**config.mk**
```make
export PLATFORM = sky130hd
export DESIGN_NAME = cmr_regs
export DESIGN_NICKNAME = d
export VERILOG_FILES = /design/src/hdl/cmr_pkg.sv /design/src/hdl/cmr_pulse.sv /design/src/hdl/cmr_pick.sv /design/src/hdl/cmr_regs.sv
export VERILOG_INCLUDE_DIRS = /design/src /design/src/hdl
export SDC_FILE = /design/constraint.sdc
export NUM_CORES = 1
export LEC_CHECK = 0
export BUFFER_PORTS_ARGS = -buffer_cell sky130_fd_sc_hd__buf_2
export CAP_MARGIN = 20
export CORE_UTILIZATION = 50
export CTS_BUF_LIST = sky130_fd_sc_hd__clkbuf_16
export CTS_CLUSTER_SIZE = 40
export DETAILED_ROUTE_END_ITERATION = 8
export HOLD_SLACK_MARGIN = 0.08
export PLACE_DENSITY = 0.75
export SYNTH_ARGS = -nofsm -noshare
export SYNTH_HDL_FRONTEND = slang
export SYNTH_SLANG_ARGS = --single-unit
```
**constraint.sdc**
```tcl
create_clock -name clk -period 2.3 [get_ports clk]
set_clock_uncertainty 0.1 [all_clocks]
set_input_delay 0.345 -clock clk [delete_from_list [all_inputs] [get_ports clk]]
set_output_delay 0.345 -clock clk [all_outputs]
set_load 0.005 [all_outputs]
```
**src/hdl/cmr_cfg.svh**
```systemverilog
// Offsets, field positions and target addresses of the command block
`ifndef CMR_CFG_SVH
`define CMR_CFG_SVH

// Register word offsets
`define CMR_OFS_CMD 7'h01
`define CMR_OFS_RQ_WD 7'h03
`define CMR_OFS_RQ_DIAG0 7'h04
`define CMR_OFS_RQ_DIAGNOSIS_1 7'h05
`define CMR_RESET_VAL 8'h00

// Command field positions
`define CMR_B_WAKE_CLR 7
`define CMR_B_DOT_RST 6
`define CMR_B_EOT_START 5
`define CMR_B_UP_STOP 4
`define CMR_B_HB_SAMPLE 3
`define CMR_B_SENS_DIAG 2
`define CMR_B_MR_ON 1
`define CMR_B_MR_EN 0

// Target word addresses, request bit 7 down to 0
`define CMR_TGT_WD {7'h5f, 7'h63, 7'h36, 7'h2e, 7'h38, 7'h37, 7'h39, 7'h3a}
`define CMR_TGT_DIAG0 {7'h2a, 7'h21, 7'h33, 7'h32, 7'h31, 7'h24, 7'h23, 7'h22}
`define CMR_TGT_DIAGNOSIS_1 {7'h2d, 7'h2c, 7'h2b, 7'h29, 7'h28, 7'h27, 7'h26, 7'h25}

`endif

```
**src/hdl/cmr_pkg.sv**
```systemverilog
// Types shared by the command and multi-read request block
package cmr_pkg;
  typedef enum logic [1:0] {
    CMR_IDLE = 2'b00,
    CMR_SEND = 2'b01,
    CMR_WAIT = 2'b10
  } cmr_state_t;
endpackage : cmr_pkg

```
**src/hdl/cmr_pulse.sv**
```systemverilog
// One-shot command pulse stage
`timescale 1ns/1ps
module cmr_pulse (
  input wire logic clk, // Clock
  input wire logic rst, // Async reset
  input wire logic fire, // Write of a one
  output logic pulse // Registered one-cycle pulse
);
  // Pulse lasts one cycle; nothing is stored
  always_ff @(posedge clk or posedge rst) begin
    if (rst) begin
      pulse <= 1'b0;
    end else begin
      pulse <= fire;
    end
  end
endmodule : cmr_pulse

```
**src/hdl/cmr_pick.sv**
```systemverilog
// Highest-set-bit picker for a multi-read request mask
`timescale 1ns/1ps
module cmr_pick #(
  parameter int W = 8 // Mask width
) (
  input wire logic [W-1:0] mask, // Pending request bits
  output logic [$clog2(W)-1:0] idx, // Index of highest set bit
  output logic any // Some bit set
);
  // Scan upward so the highest bit wins, giving MSB-first order
  always_comb begin
    idx = '0;
    any = 1'b0;
    for (int i = 0; i < W; i++) begin
      if (mask[i]) begin
        idx = i[$clog2(W)-1:0];
        any = 1'b1;
      end
    end
  end
endmodule : cmr_pick

```
**src/hdl/cmr_regs.sv**
```systemverilog
// Command register and multi-read request registers with burst sequencer
//
// Design decision made here: the plain strobed port.
`timescale 1ns/1ps
`include "cmr_cfg.svh"

module cmr_regs
  import cmr_pkg::*;
(
  input wire logic clk, // 25 MHz clock
  input wire logic rst, // Async reset, active high
  input wire logic [6:0] addr, // Register word address
  input wire logic [7:0] wdata, // Write data
  input wire logic wr, // Write strobe
  input wire logic rd, // Read strobe
  output logic [7:0] rdata, // Read data, one cycle after rd
  output logic wake_signal_clear, // Pulse
  output logic delayed_off_timer_restart, // Pulse
  output logic engine_off_timer_start, // Pulse
  output logic upstream_stop, // Pulse
  output logic heartbeat_timer_sample, // Pulse
  output logic sensor_diag_start, // Pulse
  output logic main_relay_state, // Main relay drive level
  input wire logic burst_ready, // Link takes a burst word
  output logic burst_valid, // Burst word offered
  output logic [6:0] burst_addr, // Target register address
  output logic burst_last, // Last word of the burst
  output logic burst_busy // Burst in progress
);

  // ------------------------------------------------------------
  // State held by the block
  // ------------------------------------------------------------
  // Declared up front, the decode below already reads them
  logic [7:0] pend_wd_reg, pend_d0_reg, pend_d1_reg;
  logic busy_reg;
  logic [1:0] grp_reg;
  cmr_state_t state_reg, state_next;
  logic [7:0] rdata_reg;
  logic valid_reg, last_reg;
  logic [6:0] baddr_reg;
  logic relay_reg;

  // ------------------------------------------------------------
  // Address decode
  // ------------------------------------------------------------
  wire wr_cmd = wr && (addr == `CMR_OFS_CMD);
  wire wr_rq_wd = wr && (addr == `CMR_OFS_RQ_WD);
  wire wr_rq_d0 = wr && (addr == `CMR_OFS_RQ_DIAG0);
  wire wr_rq_d1 = wr && (addr == `CMR_OFS_RQ_DIAGNOSIS_1);
  // Status word: bit0 busy, bits 3:1 pending request groups
  wire [7:0] status_word = {4'h0, (|pend_d1_reg), (|pend_d0_reg),
                            (|pend_wd_reg), busy_reg};
  // Write-only registers read as zero; status sits at the command offset
  wire [7:0] rdata_next = (rd && addr == `CMR_OFS_CMD) ? status_word :
                          `CMR_RESET_VAL;

  // ------------------------------------------------------------
  // Command pulses and relay level
  // ------------------------------------------------------------
  // pulses, no storage
  wire [5:0] fire_vec = wr_cmd ? wdata[7:2] : 6'h00;
  wire [5:0] pulse_vec;
  genvar g;
  generate
    for (g = 0; g < 6; g++) begin : g_pulse
      cmr_pulse u_pulse (
        .clk(clk),
        .rst(rst),
        .fire(fire_vec[g]),
        .pulse(pulse_vec[g])
      );
    end
  endgenerate
  assign wake_signal_clear = pulse_vec[`CMR_B_WAKE_CLR-2];
  assign delayed_off_timer_restart = pulse_vec[`CMR_B_DOT_RST-2];
  assign engine_off_timer_start = pulse_vec[`CMR_B_EOT_START-2];
  assign upstream_stop = pulse_vec[`CMR_B_UP_STOP-2];
  assign heartbeat_timer_sample = pulse_vec[`CMR_B_HB_SAMPLE-2];
  assign sensor_diag_start = pulse_vec[`CMR_B_SENS_DIAG-2];

  wire relay_take = wr_cmd && wdata[`CMR_B_MR_EN];
  wire relay_next = relay_take ? wdata[`CMR_B_MR_ON] : relay_reg;
  always_ff @(posedge clk or posedge rst) begin
    if (rst) begin
      relay_reg <= 1'b0;
    end else begin
      relay_reg <= relay_next;
    end
  end
  assign main_relay_state = relay_reg;

  // ------------------------------------------------------------
  // Request masks and burst sequencer
  // ------------------------------------------------------------

  // Group currently draining: 0 watchdog, 1 diag0, 2 diagnosis_1
  wire [7:0] cur_mask = (grp_reg == 2'd0) ? pend_wd_reg :
                        (grp_reg == 2'd1) ? pend_d0_reg : pend_d1_reg;
  wire [2:0] pick_idx;
  wire pick_any;
  cmr_pick #(.W(8)) u_pick (
    .mask(cur_mask),
    .idx(pick_idx),
    .any(pick_any)
  );
  wire [55:0] tgt_wd = `CMR_TGT_WD;
  wire [55:0] tgt_d0 = `CMR_TGT_DIAG0;
  wire [55:0] tgt_d1 = `CMR_TGT_DIAGNOSIS_1;
  wire [55:0] tgt_cur = (grp_reg == 2'd0) ? tgt_wd :
                        (grp_reg == 2'd1) ? tgt_d0 : tgt_d1;
  wire [6:0] tgt_addr = tgt_cur[pick_idx*7 +: 7];
  wire [7:0] one_hot = 8'h01 << pick_idx;
  wire [7:0] rest_mask = cur_mask & ~one_hot;
  wire accept = valid_reg && burst_ready;
  wire load_ok = (state_reg == CMR_IDLE);

  // Sequencer: new request writes are taken only while idle,
  // so a burst is never reshuffled mid-flight
  always_comb begin
    state_next = state_reg;
    case (state_reg)
      CMR_IDLE: begin
        if (pick_any) begin
          state_next = CMR_SEND;
        end else if (grp_reg != 2'd2) begin
          state_next = CMR_IDLE;
        end
      end
      CMR_SEND: begin
        state_next = CMR_WAIT;
      end
      CMR_WAIT: begin
        if (accept) begin
          state_next = CMR_IDLE;
        end
      end
      default: begin
        state_next = CMR_IDLE;
      end
    endcase
  end

  wire any_req = (pend_wd_reg != 8'h00) || (pend_d0_reg != 8'h00) ||
                 (pend_d1_reg != 8'h00);

  always_ff @(posedge clk or posedge rst) begin
    if (rst) begin
      state_reg <= CMR_IDLE;
      grp_reg <= 2'd0;
      pend_wd_reg <= 8'h00;
      pend_d0_reg <= 8'h00;
      pend_d1_reg <= 8'h00;
      valid_reg <= 1'b0;
      last_reg <= 1'b0;
      baddr_reg <= 7'h00;
      busy_reg <= 1'b0;
      rdata_reg <= 8'h00;
    end else begin
      state_reg <= state_next;
      rdata_reg <= rdata_next;
      busy_reg <= any_req || valid_reg;
      if (load_ok && !pick_any) begin
        // Empty group: move on, wrap to watchdog group
        grp_reg <= (grp_reg == 2'd2) ? 2'd0 : grp_reg + 2'd1;
      end
      if (state_reg == CMR_SEND) begin
        valid_reg <= 1'b1;
        baddr_reg <= tgt_addr;
        last_reg <= (rest_mask == 8'h00) &&
                    !((grp_reg < 2'd1) && (pend_d0_reg != 8'h00)) &&
                    !((grp_reg < 2'd2) && (pend_d1_reg != 8'h00));
        // Retire the bit once it is handed out
        case (grp_reg)
          2'd0: pend_wd_reg <= rest_mask;
          2'd1: pend_d0_reg <= rest_mask;
          default: pend_d1_reg <= rest_mask;
        endcase
      end else if (accept) begin
        valid_reg <= 1'b0;
        last_reg <= 1'b0;
      end else if (load_ok && !any_req) begin
        if (wr_rq_wd) begin
          pend_wd_reg <= wdata;
        end
        if (wr_rq_d0) begin
          pend_d0_reg <= wdata;
        end
        if (wr_rq_d1) begin
          pend_d1_reg <= wdata;
        end
      end
    end
  end

  assign burst_valid = valid_reg;
  assign burst_addr = baddr_reg;
  assign burst_last = last_reg;
  assign burst_busy = busy_reg;
  assign rdata = rdata_reg;

  // ------------------------------------------------------------
  // Assertions
  // ------------------------------------------------------------
  AST_WAKE: assert property (@(posedge clk) disable iff (rst)
    (wr && addr == `CMR_OFS_CMD && wdata[7]) |=> wake_signal_clear)
    else $error("wake clear pulse missing");
  AST_DOT: assert property (@(posedge clk) disable iff (rst)
    !(wr && addr == `CMR_OFS_CMD && wdata[6]) |=> !delayed_off_timer_restart)
    else $error("spurious delayed-off restart");
  AST_EOT: assert property (@(posedge clk) disable iff (rst)
    (wr && addr == `CMR_OFS_CMD && wdata[5]) |=> engine_off_timer_start)
    else $error("engine-off start missing");
  AST_UPS: assert property (@(posedge clk) disable iff (rst)
    (wr && addr == `CMR_OFS_CMD && wdata[4]) |=> upstream_stop)
    else $error("upstream stop missing");
  AST_HB: assert property (@(posedge clk) disable iff (rst)
    (wr && addr == `CMR_OFS_CMD && wdata[3]) |=> heartbeat_timer_sample)
    else $error("heartbeat sample missing");
  AST_SDG: assert property (@(posedge clk) disable iff (rst)
    (wr && addr == `CMR_OFS_CMD && wdata[2]) |=> sensor_diag_start)
    else $error("sensor diag start missing");
  AST_RELAY: assert property (@(posedge clk) disable iff (rst)
    (wr && addr == `CMR_OFS_CMD && wdata[0])
      |=> main_relay_state == $past(wdata[1]))
    else $error("relay level not taken");
  AST_GATE: assert property (@(posedge clk) disable iff (rst)
    (!(wr && addr == `CMR_OFS_CMD && wdata[0]))
      |=> $stable(main_relay_state))
    else $error("relay changed without enable");
  AST_PULSE: assert property (@(posedge clk) disable iff (rst)
    wake_signal_clear |-> $past(wr && addr == `CMR_OFS_CMD &&
                                wdata[`CMR_B_WAKE_CLR]))
    else $error("wake pulse without write");
  // Zero bits must stay quiet; a set delayed-off restart bit must pulse
  AST_WAKE_NONE: assert property (@(posedge clk) disable iff (rst)
    !(wr && addr == `CMR_OFS_CMD && wdata[`CMR_B_WAKE_CLR])
      |=> !wake_signal_clear)
    else $error("spurious wake clear");
  AST_DOT_SET: assert property (@(posedge clk) disable iff (rst)
    (wr && addr == `CMR_OFS_CMD && wdata[`CMR_B_DOT_RST])
      |=> delayed_off_timer_restart)
    else $error("delayed-off restart missing");
  AST_EOT_NONE: assert property (@(posedge clk) disable iff (rst)
    !(wr && addr == `CMR_OFS_CMD && wdata[`CMR_B_EOT_START])
      |=> !engine_off_timer_start)
    else $error("spurious engine-off start");
  AST_UPS_NONE: assert property (@(posedge clk) disable iff (rst)
    !(wr && addr == `CMR_OFS_CMD && wdata[`CMR_B_UP_STOP])
      |=> !upstream_stop)
    else $error("spurious upstream stop");
  AST_HB_NONE: assert property (@(posedge clk) disable iff (rst)
    !(wr && addr == `CMR_OFS_CMD && wdata[`CMR_B_HB_SAMPLE])
      |=> !heartbeat_timer_sample)
    else $error("spurious heartbeat sample");
  AST_SDG_NONE: assert property (@(posedge clk) disable iff (rst)
    !(wr && addr == `CMR_OFS_CMD && wdata[`CMR_B_SENS_DIAG])
      |=> !sensor_diag_start)
    else $error("spurious sensor diag start");
  // A word on offer keeps the busy flag up
  AST_BUSY: assert property (@(posedge clk) disable iff (rst)
    burst_valid |=> burst_busy)
    else $error("busy low with word outstanding");
  AST_ZERO: assert property (@(posedge clk) disable iff (rst)
    (wr && addr == `CMR_OFS_RQ_WD && wdata == `CMR_RESET_VAL &&
     !burst_busy && !burst_valid) |=> !burst_valid)
    else $error("zero request started a burst");
  AST_RDATA: assert property (@(posedge clk) disable iff (rst)
    !rd |=> rdata == `CMR_RESET_VAL)
    else $error("read data without read strobe");
  AST_WD0: assert property (@(posedge clk) disable iff (rst)
    (wr && addr == `CMR_OFS_RQ_WD && wdata == 8'h01 && !burst_busy &&
     !burst_valid) |-> ##[1:12] (burst_valid && burst_addr == 7'h3a &&
     burst_last))
    else $error("watchdog bit 0 target wrong");
  AST_D07: assert property (@(posedge clk) disable iff (rst)
    (wr && addr == `CMR_OFS_RQ_DIAG0 && wdata == 8'h80 && !burst_busy &&
     !burst_valid) |-> ##[1:12] (burst_valid && burst_addr == 7'h2a))
    else $error("diagnosis bit 7 target wrong");
  AST_D17: assert property (@(posedge clk) disable iff (rst)
    (wr && addr == `CMR_OFS_RQ_DIAGNOSIS_1 && wdata == 8'h80 && !burst_busy &&
     !burst_valid) |-> ##[1:12] (burst_valid && burst_addr == 7'h2d))
    else $error("output diagnosis bit 7 target wrong");
  AST_HOLD: assert property (@(posedge clk) disable iff (rst)
    (burst_valid && !burst_ready) |=> burst_valid && $stable(burst_addr))
    else $error("burst word dropped");
  AST_WD7: assert property (@(posedge clk) disable iff (rst)
    (wr && addr == `CMR_OFS_RQ_WD && wdata == 8'h80 && !burst_busy &&
     !burst_valid) |-> ##[1:12] (burst_valid && burst_addr == 7'h5f))
    else $error("watchdog bit 7 target wrong");
endmodule : cmr_regs

```
==> After elaboration in Yosys (flattened, before gate mapping) <==
Index checks and enable logic that the tools add are counted.
W data, S select, Z words.
{ "classes": {"add_sub_neg": 1, "mul": 1, "magnitude_cmp": 2, "eq_ne": 15, "n_shift": 2, "mux": 44, "bitwise": 2, "reduce_logical": 39} }
{ "ops": {"columns": ["cell", "count"], "rows": [
  ["$mux W8", 17],
  ["$mux W56", 1],
  ["$shiftx A56 B7 Y7", 1],
  ["$mux W52", 1],
  ["$reduce_bool A8 Y1", 3],
  ["$reduce_or A8 Y1", 3],
  ["$eq A7 B3 Y1 const B", 2],
  ["$logic_and A1 B1 Y1", 13],
  ["$mux W1", 12],
  ["$mux W2", 6],
  ["$mux W3", 4],
  ["$reduce_and A4 Y1", 3],
  ["$ne A2 B2 Y1 const B", 5],
  ["$reduce_bool A2 Y1", 5],
  ["$and A8 B8 Y8", 1],
  ["$logic_not A8 Y1", 1],
  ["$not A8 Y8", 1],
  ["$shl A1 B3 Y8 const A", 1],
  ["$eq A7 B1 Y1 const B", 1],
  ["$eq A7 B2 Y1 const B", 1],
  ["$mul A3 B3 Y6 const B", 1],
  ["$mux W6", 1],
  ["$pmux W2 S3", 1],
  ["$eq A2 B1 Y1 const B", 2],
  ["other kinds (12)", 19]
]} }
{ "totals": {"regBits": 49, "output_inout_bits": 25} }

==> Longest topological paths before layout <==
{ "logic_depth": {"word_depth": 17, "depth_mapped": 9, "mapped_depth_nobuf": 7} }

==> Cells and area by module <==
From an unflattened synthesis, not the netlist that was laid out.
{ "hier_totals": {"hier_cells": 277, "hier_area_um2": 2737.6} }
{ "by_module_without_submodules": {"columns": ["mod", "n_inst", "cells_per_inst", "area_each_um2", "seq_area_each_um2"], "rows": [
  ["cmr_regs", 1, 253, 2507.4, 1076.0],
  ["cmr_pulse", 6, 2, 28.8, 25.0],
  ["cmr_pick", 1, 12, 57.6, 0.0]
]} }

==> Worst setup path after synthesis <==
OpenSTA, ideal clock, no wires.
{ "synth_timing": {"kind": "flip-flop to flip-flop", "from": "register grp_reg[0]", "to": "register grp_reg[0]", "arrival_time_ns": 2.040, "t_required_ns": 2.072, "setup_slack_ns": 0.032, "stages_incl_launch_ff": 9, "path_buffers": 1, "period_less_slack_ns": 2.268, "cell_sequence": "dfrtp_1 > buf_6 > mux2_4 > mux2i_4 > and2_1 > nand3_2 > nor2_2 > and3_1 > mux2_1"} }
{ "synth_via": {"elab_chain_len": 13, "word_cells_on_any_way": 17} }
{ "synth_rtl": {"columns": ["item", "line", "rtl"], "rows": [
  ["start, declared", "cmr_regs.sv:37", "logic [1:0] grp_reg;"],
  ["start signal, assigned", "cmr_regs.sv:165", "grp_reg <= (grp_reg == 2'd2) ? 2'd0 : grp_reg + 2'd1;"],
  ["$eq A2 B1 Y1", "cmr_regs.sv:99", "(grp_reg == 2'd1) ? pend_d0_reg : pend_d1_reg;"],
  ["$mux W8", "cmr_regs.sv:99", null],
  ["$mux W8", "cmr_regs.sv:98", "wire [7:0] cur_mask = (grp_reg == 2'd0) ? pend_wd_reg :"],
  ["$mux W1 (8 in a row)", "cmr_pick.sv:15", "if (mask[i]) begin"],
  ["$logic_not A1 Y1", "cmr_regs.sv:163", "if (load_ok && !pick_any) begin"],
  ["$logic_and A1 B1 Y1", "cmr_regs.sv:163", null]
]} }
Parallel ways exist; a longest one is shown, timed or not.
A chain may end at the register's enable or synchronous reset.

==> Final worst setup path <==
{ "layout_timing": {"from": "register pend_wd_reg[0]", "to": "register pend_d0_reg[6]"} }
{ "layout_via": {"elab_chain_len": 7} }
{ "layout_rtl": {"columns": ["item", "line", "rtl"], "rows": [
  ["start, declared", "cmr_regs.sv:35", "logic [7:0] pend_wd_reg, pend_d0_reg, pend_d1_reg;"],
  ["start signal, assigned", "cmr_regs.sv:175", "2'd0: pend_wd_reg <= rest_mask;"],
  ["start signal, assigned", "cmr_regs.sv:184", "pend_wd_reg <= wdata;"],
  ["$reduce_bool A8 Y1", "cmr_regs.sv:144", "wire any_req = (pend_wd_reg != 8'h00) || (pend_d0_reg != 8'h00) ||"],
  ["$logic_or A1 B1 Y1 (2 in a row)", "cmr_regs.sv:144", null],
  ["$logic_not A1 Y1", "cmr_regs.sv:182", "end else if (load_ok && !any_req) begin"],
  ["$logic_and A1 B1 Y1", "cmr_regs.sv:182", null],
  ["$reduce_bool A2 Y1 (no source line)", null, null],
  ["$reduce_and A4 Y1 (no source line)", null, null],
  ["end signal, assigned", "cmr_regs.sv:176", "2'd1: pend_d0_reg <= rest_mask;"],
  ["end signal, assigned", "cmr_regs.sv:187", "pend_d0_reg <= wdata;"],
  ["end, declared", "cmr_regs.sv:35", null]
]} }
No other way between the ends.

==> impl_metrics.csv <==
group,metric,value,unit
route,drt_iter0_drc,385,
power,irDropWorstVdd,907,µV
route,avgRoutedWirePerCell,21.3,µm
power,p_per_area,1760,mW/mm²
clock_network,cts.clk_slew.worst_paths,0.07,ns
layout,drive_above_1_share,53.5,%
placed_design,gp_congestion,0.986,
layout,fin_nets,376,
layout,utilization,75.6,%
route,vias,2644,
logic_synthesis,synth_top_flop_cell,"dfrtp_1",
timing,finalCriticalPeriod,2.50,ns
placed_design,dp_worst_setup_slack,-0.175,ns
logic_synthesis,synth_area,0.00263,mm²
clock_network,clockBufferDepth,2,
worst_setup_path,critical_path.endpoint_type,"flip-flop",
logic_synthesis,yosys.cell_types.count,59,
grt,overflow,0,
grt,grt_pass1_wl,12000,µm
timing,final_hold_viol_count,0,
clock_network,htree_levels,2,
logic_synthesis,yosysWarnings,0,
floorplan,start_util,51.7,%
route,drc_errors,0,
route,ant_nets,0,
grt,grt_pass1_vias,2311,
logic_synthesis,ys_ff_latch,49,
grt,grt_max_degree,50,
logic_synthesis,yosysSeqAreaShare,46.7,%
timing,fin_crit_sh,109,%
timing,rsz0062_at_grt,"true",
logic_synthesis,avgSynthCellArea,10.4,µm²
worst_setup_path,start_kind,"flip-flop",
grt,grt_use_total,29.7,%
placed_design,dpl_cell_area,0.00330,mm²
timing,whs,0.107,ns
logic_synthesis,synthArstFlopShare,100,%
worst_setup_path,path_class,"flip-flop to flip-flop",
worst_setup_path,startpoint,"pend_wd_reg[0]",
timing,setup_viol,32,
floorplan,rows,26,
layout,n_antenna_cell,0,
route,dr.pass1.iters,4,
clock_network,cts_root_buf,"clkbuf_16",
worst_setup_path,crit_fanout,8,
clock_network,cts_hold_buf,0,
floorplan,io_pins,45,
worst_setup_path,worstPathRequired,2.37,ns
logic_synthesis,synth_edf_count,0,
placed_design,dp_hpwl,5360,µm
layout,final_area,0.00384,mm²
timing,maxSlewViolCount,0,
worst_setup_path,crit_chain,"nor4_1 > buf_4 > nand2_4 > nor3_4 > and3_4 > nand3_4 > o22ai_4 > buf_12 > mux2_4",
clock_network,insertion_delay,0.29,ns
floorplan,die_w,74.5,µm
worst_setup_path,slowest_stage,"dfrtp_1",
floorplan,core_area,0.00507,mm²
layout,area_growth_syn_to_layout,46.2,%
worst_setup_path,slowest_delay,0.39,ns
timing,worst_slack,-0.199,ns
clock_network,cts_tree,"built",
floorplan,dieArea,0.00554,mm²
hold_path,min_path_type,"primary input to asynchronous set/reset pin",
worst_setup_path,r2r_start,"pend_wd_reg[0]",
logic_synthesis,synth_cells,252,
timing,tightestPinTransition,0.614,ns
status,status,"finished with violations",
timing,relSlewSlack,58.5,%
worst_setup_path,critical_path.top_delay_family,"simple AND/OR/NAND/NOR gates",
status,failed_checks,"setup timing",
power,power_leakage,1.84,nW
run,max-cap-violations,0,
power,total_power,6.75,mW
floorplan,fp.dieH,74.5,µm
placed_design,portBuffers,40,
timing,max_clock_freq,400,MHz
route,wl,9090,µm
route,viasPerCell,6.19,
worst_setup_path,path_buf_inv,2,
worst_setup_path,crit_arrival,2.57,ns
grt,antenna_found_initial,0,
clock_network,cts_num_sinks,49,
clock_network,cts-buffers-inserted,5,
[layout make-up]
type	count	area (µm²)
Clock buffer	5	125
Clock inverter	3	17.5
Fill cell	311	1240
Inverter	5	22.5
Multi-Input combinational cell	186	1610
Sequential cell	49	1230
Tap cell	70	87.6
Timing Repair Buffer	109	749
[what timing repair did]
| action | in CTS | in global routing |
|---|---|---|
| setup endpoints to repair | 32 | 32 |
| endpoints found under the hold margin | 0 | 0 |
| buffers inserted | 2 | 7 |
| pin swaps | 9 | 11 |
| gates resized for setup | 24 | 52 |
[per-layer routing]
layer  vias up  track usage [%]  part of all wire, %
met5         -                0                    0
met4         0             15.5                  5.2
met3        51             4.88                  7.5
met2       192             47.7                   48
met1      1293             38.6                   39
li1       1108                -                    -
[kinds of logic (layout without fill, tap and decap cells)]
family / after synthesis / after routing / synth area share (%)
compound gates: 58 / 58 / 15.0
flops: 49 / 49 / 46.7
mux: 39 / 39 / 16.9
buf+inv: 20 / 122 / 3.96
other cells: 1 / 4 / 0.143
simple gates: 84 / 84 / 17.0
xor+xnor: 1 / 1 / 0.334
[stage by stage]
| step | cells | setup TNS (ns) |
|---|---|---|
| after floorplan | 255 | 0 |
| after global placement | 410 | -2.36 |
| after detailed placement | 410 | -2.89 |
| after CTS | 420 | -0.165 |
| after global routing | 427 | -5.87 |
| final | 427 | -4.10 |
[tightest hold or removal path, stage by stage]
cell   delay (ns)
buf_2        0.10
inv_2        0.03
buf_4        0.50
[Yosys cell counts, drive strengths merged (2+ instances only)]
cell / count / area, µm²
nor4: 6 / 50.0
buf: 8 / 58.8
clkbuf: 7 / 26.3
a21oi: 12 / 60.1
inv: 5 / 18.8
o221ai: 2 / 17.5
nor2b: 3 / 18.8
a211oi: 2 / 15.0
o31ai: 3 / 22.5
and2: 10 / 62.6
nand2: 28 / 115
dfrtp: 49 / 1230
and3: 3 / 18.8
o21a: 2 / 15.0
mux2: 30 / 342
nand3: 7 / 40.0
o21ai: 20 / 104
mux2i: 9 / 103
o311ai: 2 / 17.5
nor3: 4 / 20.0
nor2: 14 / 55.1
nand3b: 2 / 15.0
[report_power, final]
| group | leakage, nW | internal, mW | switching (mW) |
|---|---|---|---|
| clock | 0.0712 | 0.400 | 0.331 |
| sequential | 0.602 | 1.17 | 0.315 |
| combinational | 1.16 | 2.22 | 2.31 |
[cell usage in the layout (no fill, tap or decap), types with 3 or more instances in the layout]
cell type,netlist,routed
conb_1,1,4
inv_1,5,3
o21ai_0,15,12
nor3_1,4,3
a21oi_1,12,10
mux2_2,19,9
and2_1,10,8
buf_6,1,5
nor2_1,13,10
mux2_4,1,19
buf_4,5,63
nand3_1,6,5
dfrtp_1,49,49
nand2_2,1,3
clkbuf_16,0,5
nand2_1,26,23
mux2i_1,8,5
buf_2,2,40
mux2i_4,1,4
o21ai_2,1,5
[path summary, 6_finish.rpt]
path / end / depth (start not counted) / slack [ns]
setup / recovery: pend_d0_reg[6] / 9 / -0.20
hold / removal: g_pulse[2].u_pulse.pulse / 3 / 0.11
setup reg to reg: pend_d0_reg[6] / 9 / -0.20
hold reg to reg: burst_addr[6] / 2 / 0.37
max in group asynchronous: burst_addr[2] / 3 / 1.57
min in group clk: burst_valid / 2 / 0.15
No activity file was read; power rests on OpenSTA's default activity.
